$ cat config.mk
export PLATFORM = sky130hd
export DESIGN_NAME = adc_serial_port_sequencer
export DESIGN_NICKNAME = d
export VERILOG_FILES = /design/src/logic/adc_seq_pkg.sv /design/src/logic/adc_serial_port_sequencer.sv
export VERILOG_INCLUDE_DIRS = /design/src /design/src/logic
export SDC_FILE = /design/constraint.sdc
export NUM_CORES = 1
export LEC_CHECK = 0
export BUFFER_PORTS_ARGS = -buffer_cell sky130_fd_sc_hd__buf_2
export CORE_MARGIN = 3
export CORE_UTILIZATION = 57
export CTS_BUF_LIST = sky130_fd_sc_hd__clkbuf_4
export CTS_CLUSTER_SIZE = 30
export DETAILED_ROUTE_END_ITERATION = 8
export GPL_ROUTABILITY_DRIVEN = 0
export PLACE_DENSITY = 0.79
export SLEW_MARGIN = 20
export SYNTH_ARGS = -nofsm -noshare
export SYNTH_HDL_FRONTEND = slang
export SYNTH_SLANG_ARGS = --single-unit
$ cat constraint.sdc
create_clock -name pclk -period 3.6 [get_ports pclk]
set_clock_uncertainty 0.1 [all_clocks]
set_input_delay 0.18 -clock pclk [delete_from_list [all_inputs] [get_ports pclk]]
set_output_delay 0.18 -clock pclk [all_outputs]
set_load 0.01 [all_outputs]
$ cat src/logic/adc_seq_defs.svh
// constants for the converter serial port and channel sequencer
`ifndef ADC_SEQ_DEFS_SVH
`define ADC_SEQ_DEFS_SVH

// ====================================================================
// timing
`define CLK_MHZ 200
`define CONV_TIME_NS 2000
`define DATA_TIME_NS 1200
// conversion is a least time: round up; safe window a longest: round down
`define CONV_CYC ((`CONV_TIME_NS * `CLK_MHZ + 999) / 1000)
`define DATA_CYC ((`DATA_TIME_NS * `CLK_MHZ) / 1000)

// ====================================================================
// serial frame
`define CFG_BITS 4'hE
`define LIM_PLAIN 5'h10
`define LIM_PLAIN_RB 5'h1E
`define LIM_BUSY 5'h11
`define LIM_BUSY_RB 5'h1F
`define CFG_RESET 14'h0001
`define TEMP_CH 4'h8
`define CHANNELS 9

// ====================================================================
// register map (byte addresses)
`define OFF_CFG 12'h000
`define OFF_STATUS 12'h004
`define OFF_SAMPLE_BASE 12'h010
`define SAMPLE_IDX_BASE 4'h4

`endif

$ cat src/logic/adc_seq_pkg.sv
// types for the converter serial port and channel sequencer
package adc_seq_pkg;

  // configuration word as shifted in, msb first
  typedef struct packed {
    logic [1:0] input_mode;
    logic single_channel;
    logic channel_misc;
    logic [2:0] last_channel;
    logic [3:0] filter_ref;
    logic [1:0] sequencer_select;
    logic readback_disable;
  } cfg_t;

  // state of the outgoing result frame
  typedef enum logic [1:0] {
    FR_IDLE,
    FR_ARMED,
    FR_SHIFT
  } frame_t;

endpackage

$ cat src/logic/adc_serial_port_sequencer.sv
// converter conversion control, serial port and channel sequencer
//
// Contract
// - conversion_start rising begins conversion, floats output, ignores config input.
// - a started conversion always runs to its end.
// - after conversion, conversion_start falling presents the result msb.
// - config word captured msb first on first 14 rising clocks while low.
// - no-busy mode shifts msb-1 onward on first 15 falling clocks.
// - partial config words are discarded; current configuration kept.
// - result not read before next safe window closes is lost.
// - no-busy output floats at 16th (30th) fall or conversion_start rise.
// - readback appends the result's own config word, msb first.
// - busy mode drives output low at end of conversion.
// - busy mode shifts full result from msb on first 16 falls.
// - busy mode floats after 17th fall, otherwise last bit stays.
// - busy mode with readback floats after 31st fall.
// - sequencer scans input 0 to last channel, optional temperature, repeats.
// - paired scanning uses even inputs only.
// - changing pairing or last channel restarts the sequence.
// - configuration from phase n-1 applies in phase n from input 0.
// - after last channel, temperature if enabled, then input 0.
// - sequencer select: off, update, scan plus temperature, scan only.
// - conversion_start level at end of conversion selects busy mode.
`timescale 1ns/100ps
`include "adc_seq_defs.svh"

module adc_serial_port_sequencer #(
  parameter int CONV_CYCLES = `CONV_CYC,
  parameter int DATA_CYCLES = `DATA_CYC
) (
  input wire logic pclk,
  input wire logic presetn,
  input wire logic psel,
  input wire logic penable,
  input wire logic pwrite,
  input wire logic [11:0] paddr,
  input wire logic [31:0] pwdata,
  output logic [31:0] prdata,
  output logic pready,
  output logic pslverr,
  input wire logic conversion_start,
  input wire logic serial_clock,
  input wire logic config_in,
  output logic serial_result_out,
  output logic serial_result_oe_n,
  output logic [3:0] channel_select,
  output logic converting
);

  localparam logic [15:0] CONV_LAST = 16'(CONV_CYCLES - 1);
  localparam logic [15:0] DATA_LIM = 16'(DATA_CYCLES);

  // ==================================================================
  // pin synchronisers
  logic cnv_m, cnv_s, cnv_d;
  logic sck_m, sck_s, sck_d;
  logic din_m, din_s;
  logic cnv_rise, cnv_fall, sck_rise, sck_fall;

  // two stages before any logic; third stage only for edge finding
  always_ff @(posedge pclk or negedge presetn) begin
    if (!presetn) begin
      cnv_m <= 1'b0;
      cnv_s <= 1'b0;
      cnv_d <= 1'b0;
      sck_m <= 1'b0;
      sck_s <= 1'b0;
      sck_d <= 1'b0;
      din_m <= 1'b0;
      din_s <= 1'b0;
    end else begin
      cnv_m <= conversion_start;
      cnv_s <= cnv_m;
      cnv_d <= cnv_s;
      sck_m <= serial_clock;
      sck_s <= sck_m;
      sck_d <= sck_s;
      din_m <= config_in;
      din_s <= din_m;
    end
  end

  assign cnv_rise = cnv_s & ~cnv_d;
  assign cnv_fall = ~cnv_s & cnv_d;
  assign sck_rise = sck_s & ~sck_d;
  assign sck_fall = ~sck_s & sck_d;

  // ==================================================================
  // conversion timing
  logic [15:0] conv_cnt_r;
  logic eoc, win_open, win_close;
  logic busy_mode_r;

  // later edges on the start pin are ignored until the count ends
  always_ff @(posedge pclk or negedge presetn) begin
    if (!presetn) begin
      converting <= 1'b0;
      conv_cnt_r <= 16'h0000;
    end else if (!converting) begin
      if (cnv_rise) begin
        converting <= 1'b1;
        conv_cnt_r <= 16'h0000;
      end
    end else if (conv_cnt_r == CONV_LAST) begin
      converting <= 1'b0;
    end else begin
      conv_cnt_r <= conv_cnt_r + 16'h0001;
    end
  end

  assign eoc = converting && (conv_cnt_r == CONV_LAST);
  assign win_open = !converting || (conv_cnt_r < DATA_LIM);
  assign win_close = converting && (conv_cnt_r == DATA_LIM);

  // start pin level at the end of conversion picks the mode
  always_ff @(posedge pclk or negedge presetn) begin
    if (!presetn) begin
      busy_mode_r <= 1'b0;
    end else if (eoc) begin
      busy_mode_r <= !cnv_s;
    end
  end

  // ==================================================================
  // configuration input
  logic [13:0] cfg_sh_r;
  logic [3:0] rcnt_r;
  adc_seq_pkg::cfg_t cfg_r, cfg_conv_r, cfg_new;
  logic cfg_commit;

  // only the first 14 rising edges of a low period count
  always_ff @(posedge pclk or negedge presetn) begin
    if (!presetn) begin
      cfg_sh_r <= 14'h0000;
      rcnt_r <= 4'h0;
    end else if (cnv_fall || eoc) begin
      rcnt_r <= 4'h0;
    end else if (sck_rise && !cnv_s && win_open && rcnt_r < `CFG_BITS) begin
      cfg_sh_r <= {cfg_sh_r[12:0], din_s};
      rcnt_r <= rcnt_r + 4'h1;
    end
  end

  // a word that opens with a low bit is no update: an idle host keeps
  // config_in low while it reads, and that must not wipe the setup
  assign cfg_commit = eoc && (rcnt_r == `CFG_BITS) && cfg_sh_r[13];
  assign cfg_new = cfg_commit ? adc_seq_pkg::cfg_t'(cfg_sh_r) : cfg_r;

  // a short word never reaches the live configuration
  always_ff @(posedge pclk or negedge presetn) begin
    if (!presetn) begin
      cfg_r <= adc_seq_pkg::cfg_t'(`CFG_RESET);
    end else if (cfg_commit) begin
      cfg_r <= adc_seq_pkg::cfg_t'(cfg_sh_r);
    end
  end

  // the word in force when a conversion starts belongs to its result
  always_ff @(posedge pclk or negedge presetn) begin
    if (!presetn) begin
      cfg_conv_r <= adc_seq_pkg::cfg_t'(`CFG_RESET);
    end else if (!converting && cnv_rise) begin
      cfg_conv_r <= cfg_r;
    end
  end

  // ==================================================================
  // channel sequencer
  logic temp_en_r;
  logic seq_restart;

  function automatic logic [3:0] next_channel(
    input logic [3:0] cur,
    input logic paired,
    input logic [2:0] last,
    input logic temp
  );
    logic [3:0] nxt;
    nxt = cur + (paired ? 4'h2 : 4'h1);
    if (cur == `TEMP_CH) begin
      next_channel = 4'h0;
    end else if (nxt > {1'b0, last}) begin
      next_channel = temp ? `TEMP_CH : 4'h0;
    end else begin
      next_channel = nxt;
    end
  endfunction

  // turning the scan on, or changing its shape, starts over at input 0
  assign seq_restart = cfg_commit &&
    ((cfg_r.sequencer_select == 2'b00) ||
     (cfg_new.single_channel != cfg_r.single_channel) ||
     (cfg_new.last_channel != cfg_r.last_channel));

  // select 01 keeps the temperature choice of the running scan
  always_ff @(posedge pclk or negedge presetn) begin
    if (!presetn) begin
      temp_en_r <= 1'b0;
    end else if (cfg_commit && cfg_new.sequencer_select[1]) begin
      temp_en_r <= !cfg_new.sequencer_select[0];
    end
  end

  // channel steps at each end of conversion; select 00 loads the last channel instead
  always_ff @(posedge pclk or negedge presetn) begin
    if (!presetn) begin
      channel_select <= 4'h0;
    end else if (eoc) begin
      if (cfg_new.sequencer_select == 2'b00) begin
        channel_select <= {1'b0, cfg_new.last_channel};
      end else if (seq_restart) begin
        channel_select <= 4'h0;
      end else begin
        channel_select <= next_channel(channel_select,
          !cfg_new.single_channel, cfg_new.last_channel, temp_en_r);
      end
    end
  end

  // ==================================================================
  // sample store written by software, one word per channel
  logic [15:0] sample_mem [`CHANNELS];
  logic apb_setup, apb_wr;
  logic [3:0] sample_idx;
  logic sample_hit;

  assign apb_setup = psel && penable && !pready;
  assign apb_wr = psel && penable && pready && pwrite;
  assign sample_idx = paddr[5:2] - `SAMPLE_IDX_BASE;
  assign sample_hit = (paddr[11:6] == 6'h00) && (paddr[1:0] == 2'b00) &&
    (paddr[5:2] >= `SAMPLE_IDX_BASE) && (sample_idx < 4'(`CHANNELS));

  // write takes effect on the edge that completes the access
  always_ff @(posedge pclk or negedge presetn) begin
    if (!presetn) begin
      for (int i = 0; i < `CHANNELS; i++) begin
        sample_mem[i] <= 16'h0000;
      end
    end else if (apb_wr && sample_hit) begin
      sample_mem[sample_idx] <= pwdata[15:0];
    end
  end

  // ==================================================================
  // result frame
  adc_seq_pkg::frame_t frame_r;
  logic [29:0] sh_r;
  logic [4:0] fcnt_r, lim;
  logic frame_rb_r;

  assign lim = busy_mode_r ? (frame_rb_r ? `LIM_BUSY_RB : `LIM_BUSY) :
    (frame_rb_r ? `LIM_PLAIN_RB : `LIM_PLAIN);

  // a new result overwrites whatever was not read: unread data is lost
  always_ff @(posedge pclk or negedge presetn) begin
    if (!presetn) begin
      frame_r <= adc_seq_pkg::FR_IDLE;
      sh_r <= 30'h00000000;
      fcnt_r <= 5'h00;
      frame_rb_r <= 1'b0;
      serial_result_out <= 1'b0;
      serial_result_oe_n <= 1'b1;
    end else if (cnv_rise) begin
      serial_result_oe_n <= 1'b1;
    end else if (eoc) begin
      sh_r <= {sample_mem[channel_select], cfg_conv_r};
      fcnt_r <= 5'h00;
      frame_rb_r <= !cfg_conv_r.readback_disable;
      if (!cnv_s) begin
        frame_r <= adc_seq_pkg::FR_SHIFT;
        serial_result_out <= 1'b0;
        serial_result_oe_n <= 1'b0;
      end else begin
        frame_r <= adc_seq_pkg::FR_ARMED;
        serial_result_oe_n <= 1'b1;
      end
    end else if (win_close) begin
      frame_r <= adc_seq_pkg::FR_IDLE;
    end else begin
      unique case (frame_r)
        adc_seq_pkg::FR_IDLE: begin
          fcnt_r <= fcnt_r;
        end
        adc_seq_pkg::FR_ARMED: begin
          if (cnv_fall) begin
            serial_result_out <= sh_r[29];
            sh_r <= {sh_r[28:0], 1'b0};
            serial_result_oe_n <= 1'b0;
            frame_r <= adc_seq_pkg::FR_SHIFT;
          end
        end
        adc_seq_pkg::FR_SHIFT: begin
          if (cnv_fall) begin
            serial_result_oe_n <= 1'b0; // resumes the held bit
          end else if (sck_fall && !cnv_s) begin
            fcnt_r <= fcnt_r + 5'h01;
            if (fcnt_r + 5'h01 == lim) begin
              serial_result_oe_n <= 1'b1;
              frame_r <= adc_seq_pkg::FR_IDLE;
            end else begin
              serial_result_out <= sh_r[29];
              sh_r <= {sh_r[28:0], 1'b0};
            end
          end
        end
      endcase
    end
  end

  // ==================================================================
  // apb slave: one wait state, data and ready both registered
  always_ff @(posedge pclk or negedge presetn) begin
    if (!presetn) begin
      pready <= 1'b0;
      prdata <= 32'h00000000;
      pslverr <= 1'b0;
    end else begin
      pready <= apb_setup;
      if (apb_setup) begin
        pslverr <= 1'b0;
        prdata <= 32'h00000000;
        if (paddr == `OFF_CFG) begin
          prdata <= {18'h00000, cfg_r};
        end else if (paddr == `OFF_STATUS) begin
          prdata <= {24'h000000, busy_mode_r, converting,
            !serial_result_oe_n, 1'b0, channel_select};
        end else if (sample_hit) begin
          prdata <= {16'h0000, sample_mem[sample_idx]};
        end else begin
          pslverr <= 1'b1;
        end
      end
    end
  end
endmodule

=== Word-level counts from Yosys, hierarchy flattened ===
Index checks and enable logic that the tools add are counted.

* Input port bits: 52
* Bits in read-only memories: 0
* RAM bits: 0
* Output and inout bits: 41
* Memories kept: 0
* Latch bits: 0
* Flip-flop bits (word level): 295

* Divide/modulo/power cells: 0
* Multiplexer cells: 70
* $add $sub $neg: 5
* Multiply operators: 0
* Magnitude comparators: 8
* Shifts and indexed selects: 0
* Bitwise operators: 12
* Equality and inequality tests: 26
* Reduce and logical (&&, ||, !) cells: 50

{| class="wikitable"
|+ Operators with widths
! operator !! number
|-
| $mux W30 || 6
|-
| $mux W16 || 11
|-
| $bwmux W144 || 1
|-
| $bmux W16 S4 || 2
|-
| $demux W16 S4 || 1
|-
| $pmux W30 S2 || 1
|-
| $mux W4 || 10
|-
| $mux W5 || 5
|-
| $mux W1 || 21
|-
| $logic_and A1 B1 Y1 || 20
|-
| $ne A4 B4 Y1 const B || 5
|-
| $add A16 B1 Y16 const B || 1
|-
| $eq A16 B8 Y1 const B || 1
|-
| $eq A16 B9 Y1 const B || 1
|-
| $lt A16 B8 Y1 const B || 1
|-
| $mux W2 || 8
|-
| $ne A3 B3 Y1 const B || 5
|-
| $eq A12 B3 Y1 const B || 1
|-
| $logic_not A12 Y1 || 1
|-
| $mux W12 || 1
|-
| $ge A5 B5 Y1 const B || 2
|-
| $ne A5 B5 Y1 const B || 2
|-
| $not A4 Y5 || 2
|-
| $reduce_and A5 Y1 || 2
|-
| 31 further kinds || 60
|}

=== Depth between registers and ports, before layout ===
Gate-level depths: netlist of the first run.

* Depth in word-level cells: 12
* Depth in mapped cells: 16
* Gate-level depth less buffers: 15

=== Worst setup path before layout of the first run ===
No wires, ideal clock.

* Path kind: reg2reg
* Start point: reg conv_cnt_r[4]
* End point: reg channel_select[0]
* Setup time: 0.120 ns
* Path slack: -0.125 ns
* Required time: 3.380 ns
* Cell stages (with the launch flop): 17
* Period minus slack after synthesis: 3.725 ns
* Path buffers: 2
* Data arrival time: 3.505 ns
* Cells stage by stage: dfrtp_1 buf_6 or3_1 or3_4 nor3_4 buf_2 mux2_2 ha_1 ha_1 o21ba_1 xnor2_1 ha_1 a21oi_1 a31oi_1 nor2_1 o211a_1 a31o_2

* Cells in the longest elaborated chain, start to end: 12
* Elaborated cells on any way between the ends: 18

{| class="wikitable"
|+ RTL lines
! what !! line !! source
|-
| from (decl) || adc_serial_port_sequencer.sv:90 || <nowiki>logic [15:0] conv_cnt_r;</nowiki>
|-
| from (signal assigned) || adc_serial_port_sequencer.sv:107 || <nowiki>conv_cnt_r <= conv_cnt_r + 16'h0001;</nowiki>
|-
| $eq A16 B9 Y1 (*) || adc_serial_port_sequencer.sv:111 || <nowiki>assign eoc = converting && (conv_cnt_r == CONV_LAST);</nowiki>
|-
| $logic_and A1 B1 Y1 (*) || adc_serial_port_sequencer.sv:111 ||
|-
| $logic_and A1 B1 Y1 (2 in a row) || adc_serial_port_sequencer.sv:146 || <nowiki>assign cfg_commit = eoc && (rcnt_r == `CFG_BITS) && cfg_sh_r[13];</nowiki>
|-
| $mux W12 || - ||
|-
| $mux W2 || adc_serial_port_sequencer.sv:179 || <nowiki>nxt = cur + (paired ? 4'h2 : 4'h1);</nowiki>
|-
| $add A4 B2 Y4 || adc_serial_port_sequencer.sv:179 ||
|-
| $gt A4 B3 Y1 || adc_serial_port_sequencer.sv:182 || <nowiki>end else if (nxt > {1'b0, last}) begin</nowiki>
|-
| $mux W4 || adc_serial_port_sequencer.sv:182 ||
|-
| $mux W4 || adc_serial_port_sequencer.sv:180 || <nowiki>if (cur == `TEMP_CH) begin</nowiki>
|-
| $mux W4 || adc_serial_port_sequencer.sv:211 || <nowiki>end else if (seq_restart) begin</nowiki>
|-
| $mux W4 || adc_serial_port_sequencer.sv:209 || <nowiki>if (cfg_new.sequencer_select == 2'b00) begin</nowiki>
|-
| to (signal assigned) || adc_serial_port_sequencer.sv:210 || <nowiki>channel_select <= {1'b0, cfg_new.last_channel};</nowiki>
|-
| to (signal assigned) || adc_serial_port_sequencer.sv:214 || <nowiki>channel_select <= next_channel(channel_select,</nowiki>
|-
| to (decl) || adc_serial_port_sequencer.sv:46 || <nowiki>output logic [3:0] channel_select,</nowiki>
|}

Mark *: on every way between the ends. The rest lies on a longest branch, timed or not.
A chain may end at the register's enable or synchronous reset.

==> impl_metrics.tcl, run 1 <==
set metrics [dict create \
    routed_wl_mm 34.1 \
    slew_headroom 0.255 \
    synth_warnings 0 \
    placementRows 57 \
    synth_cell_types 68 \
    crit_chain "or3_1 -> or3_4 -> nor3_4 -> mux2_4 -> xnor2_2 -> ha_2 -> o21ba_4 -> xnor2_2 -> ha_1 -> a21oi_2 -> a31oi_1 -> nor2_1 -> o211a_1 -> a31o_2" \
    clock_latency_ps 670 \
    grt_pass1_vias 10400 \
    setup_slack_ps 93.8 \
    drv_cap 0 \
    min_path_type "input pin to register" \
    powerDensity_nw_per_um2 399 \
    wl_per_cell_um 20.8 \
    viasPerCell 6.14 \
    coreArea_um2 24400 \
    fp.dieH_um 164 \
    cts_made_buffers 76 \
    ir_drop_mv 0.299 \
    worstSetupEndpointType "register" \
    post-route-period-util 0.974 \
    h-tree-depth 3 \
    via_count 10000 \
    synth_cells 1124 \
    criticalPathCategory "register to register" \
    synth_top_area_frac 0.486 \
    antenna_found_initial 1 \
    maxSlewViolCount 0 \
    final_util 0.659 \
    crit_buf_inv 0 \
    port_buffers 60 \
    ant_nets 0 \
    fin_nets 1333 \
    tritoncts "yes" \
    setup_viol 0 \
    switching_share 0.246 \
    clockBufferDepth 3 \
    arrival_ps 3960 \
    ys_seq_area_frac 0.492 \
    firstDrtPassIters 8 \
    tns_ps 0 \
    stdcell_count 1635 \
    internal_power_w 0.00483 \
    critPathSlowestCell "or3_4" \
    synth_edf_count 0 \
    p_sw_w 0.00158 \
    syn_avg_cell_area_um2 12.6 \
    grt_pass1_wl_mm 54.3 \
    grt_max_degree 108 \
    n_fill_cell 1795 \
    synth_top_area_cell "dfrtp_1" \
    final.min_clock_period_ps 3510 \
    pre_cts_ws_ps -11.6 \
    multi_input_area_um2 6780 \
    max_clock_freq_ghz 0.285 \
    ios 93 \
    grt_overflow 0 \
    rsz0062_at_grt "yes" \
    mappedNetlistArea_um2 14200 \
    tightest_slew_ps 1110 \
    final-hold-violation-count 0 \
    die_area_um2 26800 \
    placed_cells 1486 \
    slowest_delay_ps 410 \
    netlist_top_cells_area "dfrtp_1 (49%), mux2_2 (14%), mux4_2 (10%)" \
    yosysMostFrequentCell "dfrtp_1" \
    seqCellArea_um2 6990 \
    grtUsageTotal 0.260 \
    clkPwrFrac 0.420 \
    drc 0 \
    ys.flop_type "dfrtp_1" \
    critPathRequiredTime_ps 4050 \
    cts.sinks 279 \
    cts.reportedPaths.clkPinSlew_ps 70 \
    cellLeakagePower_nw 7.91 \
    critical_path.top_delay_family "simple AND/OR/NAND/NOR gates" \
    syn2layout_area_growth_pct 13.2 \
    synthTopCellsByCount "dfrtp_1 (276), mux2_2 (182), nand2_1 (103), o21ai_0 (82), mux4_2 (64)" \
    start_util 0.582 \
    cts-root-buf "clkbuf_4" \
    hpwl_mm 22.9 \
    path_max_fanout 5 \
    drive_gt1_frac 0.388 \
    synth_seq_cells 279 \
    cpMostUsedCell "xnor2_2" \
    fp.dieW_um 164 \
    drt_iter0_drc 968 \
    status "complete, no violations" \
    seqPwrFrac 0.510 \
    synth-async-reset-ratio 1.00 \
    critPathLaunchType "register" \
    share_comb_of_total_power 0.070 \
]
-- metal layers --
metal | part of all wire | vias up | GRT usage
li1 | - | 4462 | -
met1 | 0.40 | 5096 | 0.338
met2 | 0.50 | 377 | 0.429
met3 | 0.068 | 96 | 0.0474
met4 | 0.032 | 0 | 0.115
met5 | 0 | - | 0
-- area by class of cell --
class | count | share of cell area
Antenna cell | 1 | 0.000156
Clock buffer | 116 | 0.0542
Clock inverter | 10 | 0.00257
Multi-Input combinational cell | 753 | 0.422
Inverter | 24 | 0.00560
Tap cell | 324 | 0.0252
Timing Repair Buffer | 128 | 0.0557
Sequential cell | 279 | 0.435
-- final timing paths --
path	from	endpoint	slack [ps]	depth (start not counted)
worst max-delay path	conv_cnt_r[6]$_DFFE_PN0P_	channel_select[0]$_DFFE_PN0N_	90	14
worst min-delay path	config_in	din_m$_DFF_PN0_	80	2
worst max register to register	conv_cnt_r[6]$_DFFE_PN0P_	channel_select[0]$_DFFE_PN0N_	90	14
worst min register to register	cnv_m$_DFF_PN0_	cnv_s$_DFF_PN0_	240	0
max in group asynchronous	presetn	serial_result_oe_n$_DFFE_PN1P_	2370	3
min in group asynchronous	presetn	conv_cnt_r[13]$_DFFE_PN0P_	90	2
-- cell families (layout without fill, tap and decap cells) --
group	Yosys count	after routing	synth area share
muxes	275	275	0.267
adders and majority gates	19	19	0.0167
DFF	279	279	0.492
buffers and inverters	107	278	0.0384
xor gates and xnor gates	11	11	0.00679
and+or+nand+nor	217	217	0.0767
other	1	17	0.000264
AOI/OAI and AO/OA	215	215	0.102
-- worst register-to-register path, cell delays in order (launching register included) --
cell	delay (ps)
dfrtp_1	370
or3_1	360
or3_4	410
nor3_4	200
mux2_4	360
xnor2_2	160
ha_2	190
o21ba_4	150
xnor2_2	140
ha_1	330
a21oi_2	60
a31oi_1	160
nor2_1	60
o211a_1	150
a31o_2	210
-- flip-flops by register name, indices dropped and copies added (netlist names), 2 cells and up --
name and count:
cfg_conv_r 14, cfg_r 14, cfg_sh_r 14, channel_select 4, conv_cnt_r 16, fcnt_r 5, frame_r 2, prdata 16
rcnt_r 4, sample_mem 144, sh_r 30
-- power by group through the flow --
| stage | clock network, W | logic, W | registers (W) |
|---|---|---|---|
| floorplan | 0 | 0.000241 | 0.00332 |
| global placement | 0 | 0.000420 | 0.00332 |
| detailed placement | 0 | 0.000433 | 0.00332 |
| CTS | 0.00277 | 0.000451 | 0.00327 |
| global route | 0.00295 | 0.000502 | 0.00328 |
| finish | 0.00269 | 0.000449 | 0.00327 |
-- placed cells by master, fill, tap and decap left out, types with 4 or more instances in the layout --
cell type	netlist	layout
clkbuf_4	0	116
dfrtp_1	276	275
nand2_1	103	103
a22oi_1	24	24
o21ai_0	82	82
a22o_1	38	38
and3_1	6	6
nand4_1	9	9
mux2_2	182	181
nor3b_1	5	5
conb_1	1	16
nor2_1	28	28
a31oi_1	7	7
dlygate4sd3_1	0	20
xnor2_1	6	4
nor2b_1	6	6
mux2i_1	28	28
ha_1	19	16
mux4_2	64	64
inv_1	24	24
a21oi_1	5	4
nor4_1	6	6
a21o_1	32	32
xor2_1	5	5
clkinv_1	0	6
nand2b_1	6	6
nor3_1	8	7
nand3_1	12	12
buf_2	25	59
buf_4	16	46
-- per-stage QoR --
stage,instance area [um2],hold WS [ps],total power [W]
3_3_place_gp,14900,192,0.00374
2_1_floorplan,14300,-216,0.00356
4_1_cts,16000,32.4,0.00649
6_report,16100,78.2,0.00641
3_5_place_dp,14900,194,0.00376
5_1_grt,16100,32.4,0.00673
-- what timing repair did --
item	CTS	global route
setup endpoints to repair	3	4
endpoints found under the hold margin	251	0
pin swaps	1	2
buffers inserted	0	2
hold buffers	20	0
resized for setup	0	8
(Power assumes the default switching activity.)
==> run 2, diff against run 1 <==
RECOVER_POWER = 50   (was unset)
==> run 2 against run 1 <==
Net effect:
- the flow now finishes with violations (capacitance limit, slew limit)
- setup slack improved by 2.3 ps
- via count is essentially flat
- critical path depth is the same
- critical path type unchanged
- largest power group unchanged
- global-route usage is the same
- count of clock-buffer cells in the layout unchanged
- critical endpoint unchanged
==> impl_metrics.tcl, run 2 (synthesis gave the netlist of run 1 again) <==
set metrics [dict create \
    cts.sinks 279 \
    post-route-period-util 0.973 \
    dpl_cell_area_um2 14900 \
    cts_made_buffers 76 \
    critPathLaunchType "register" \
    hpwl_mm 22.9 \
    final-hold-violation-count 0 \
    grtUsageTotal 0.260 \
    h-tree-depth 3 \
    drc 0 \
    firstDrtPassIters 8 \
    clockBufferDepth 3 \
    viasPerCell 6.14 \
    die_area_um2 26800 \
    whs_path_depth 2 \
    r2r_cells 14 \
    grt_overflow 0 \
    final_common_cell "dfrtp_1" \
    fin_nets 1333 \
    cellLeakagePower_nw 7.90 \
    drt_iter0_drc 869 \
    maxSlewViolCount 139 \
    fp.dieH_um 164 \
    cts-root-buf "clkbuf_4" \
    design_area_um2 16100 \
    coreArea_um2 24400 \
    powerDensity_nw_per_um2 399 \
    tritoncts "yes" \
    timing.hold.ws_ps 65.9 \
    final.min_clock_period_ps 3500 \
    placementRows 57 \
    setup_slack_ps 96.1 \
    largest-register "sample_mem" \
    largest_reg_flops 144 \
    cts.reportedPaths.clkPinSlew_ps 70 \
    pre_cts_ws_ps -11.6 \
    setup_viol 0 \
    path_max_fanout 5 \
    wl_per_cell_um 20.9 \
    ant_nets 0 \
    power_w 0.00641 \
    tightest_slew_ps 2750 \
    ir_drop_mv 0.299 \
    grt_pass1_vias 10400 \
    criticalPathCategory "register to register" \
    clock_latency_ps 680 \
    worstSetupEndpointType "register" \
    fp.dieW_um 164 \
    drv_cap 2 \
    slew_headroom -0.835 \
    grt_pass1_wl_mm 54.3 \
    largestRegisters "sample_mem: 144 flops, sh_r: 30 flops" \
    drive_gt1_frac 0.385 \
    n_fill_cell 1799 \
    routed_wl_mm 34.1 \
    critPathRequiredTime_ps 4070 \
    via_count 10000 \
    antenna_found_initial 1 \
    min_path_type "input pin to register" \
    ios 93 \
    rsz0062_at_grt "yes" \
    multi_input_area_um2 6780 \
    status "complete, but fails checks" \
    max_clock_freq_ghz 0.285 \
    start_util 0.582 \
    violations "capacitance limit, slew limit" \
    grt_max_degree 108 \
    seqCellArea_um2 6990 \
    syn2layout_area_growth_pct 13.1 \
    layout_common_cells "dfrtp_1 (275), mux2_2 (181), clkbuf_4 (116)" \
    port_buffers 60 \
    arrival_ps 3970 \
]
run 2: changes by cell type in the layout (fill, tap and decap cells not counted), sizes merged:
cell	change
clkbuf	+4
buf	-4
run 2: area by class of cell:
class | instances | share of cell area
antenna | 1 | 0.000156
timing repair buffer | 128 | 0.0548
inverter | 24 | 0.00561
clock inverter | 10 | 0.00257
tap | 324 | 0.0252
clock buffer | 116 | 0.0542
multi-input combinational | 753 | 0.422
sequential | 279 | 0.435
run 2: routing by layer:
layer  global-route usage  share of wire
met5                    0              0
met2                0.429           0.50
met1                0.338           0.41
met3               0.0474          0.062
met4                0.115          0.032
run 2: final timing paths:
kind | from | to | slack, ps
hold / removal | config_in | din_m$_DFF_PN0_ | 70
setup reg to reg | conv_cnt_r[6]$_DFFE_PN0P_ | channel_select[0]$_DFFE_PN0N_ | 100
max in group asynchronous | presetn | sample_mem[85]$_DFFE_PN0P_ | 670
min in group asynchronous | presetn | conv_cnt_r[8]$_DFFE_PN0P_ | 830
setup / recovery | conv_cnt_r[6]$_DFFE_PN0P_ | channel_select[0]$_DFFE_PN0N_ | 100
hold reg to reg | cnv_m$_DFF_PN0_ | cnv_s$_DFF_PN0_ | 240
run 2: what timing repair did:
action | 4_1_cts | 5_1_grt
endpoints found under the hold margin | 251 | 0
setup endpoints to repair | 3 | 4
gates resized for setup | 0 | 8
setup buffers | 0 | 2
pin swaps | 1 | 2
hold buffers | 20 | 0
run 2: through the flow:
stage,instances,utilization,setup TNS (ps)
after floorplan,1139,-,0
after global placement,1486,0.611,0
after detailed placement,1486,0.611,-21.1
after CTS,1632,0.657,0
after global routing,1635,0.659,-239
final,1635,0.659,0
run 2: power by group:
| part | internal [W] | leakage (nW) | switching (W) | total [W] |
|---|---|---|---|---|
| clock | 0.00145 | 0.556 | 0.00124 | 0.00269 |
| sequential | 0.00321 | 3.84 | 0.0000607 | 0.00327 |
| combinational | 0.000168 | 3.50 | 0.000281 | 0.000449 |
| total | 0.00483 | 7.90 | 0.00158 | 0.00641 |
run 2: critical path: stages, from the launching register on:
cell     delay, ps
dfrtp_1        370
or3_1          360
or3_4          410
nor3_4         200
mux2_4         360
xnor2_2        160
ha_2           190
o21ba_4        150
xnor2_2        140
ha_1           330
a21oi_2         60
a31oi_1        160
nor2_1          60
o211a_1        150
a31o_2         210
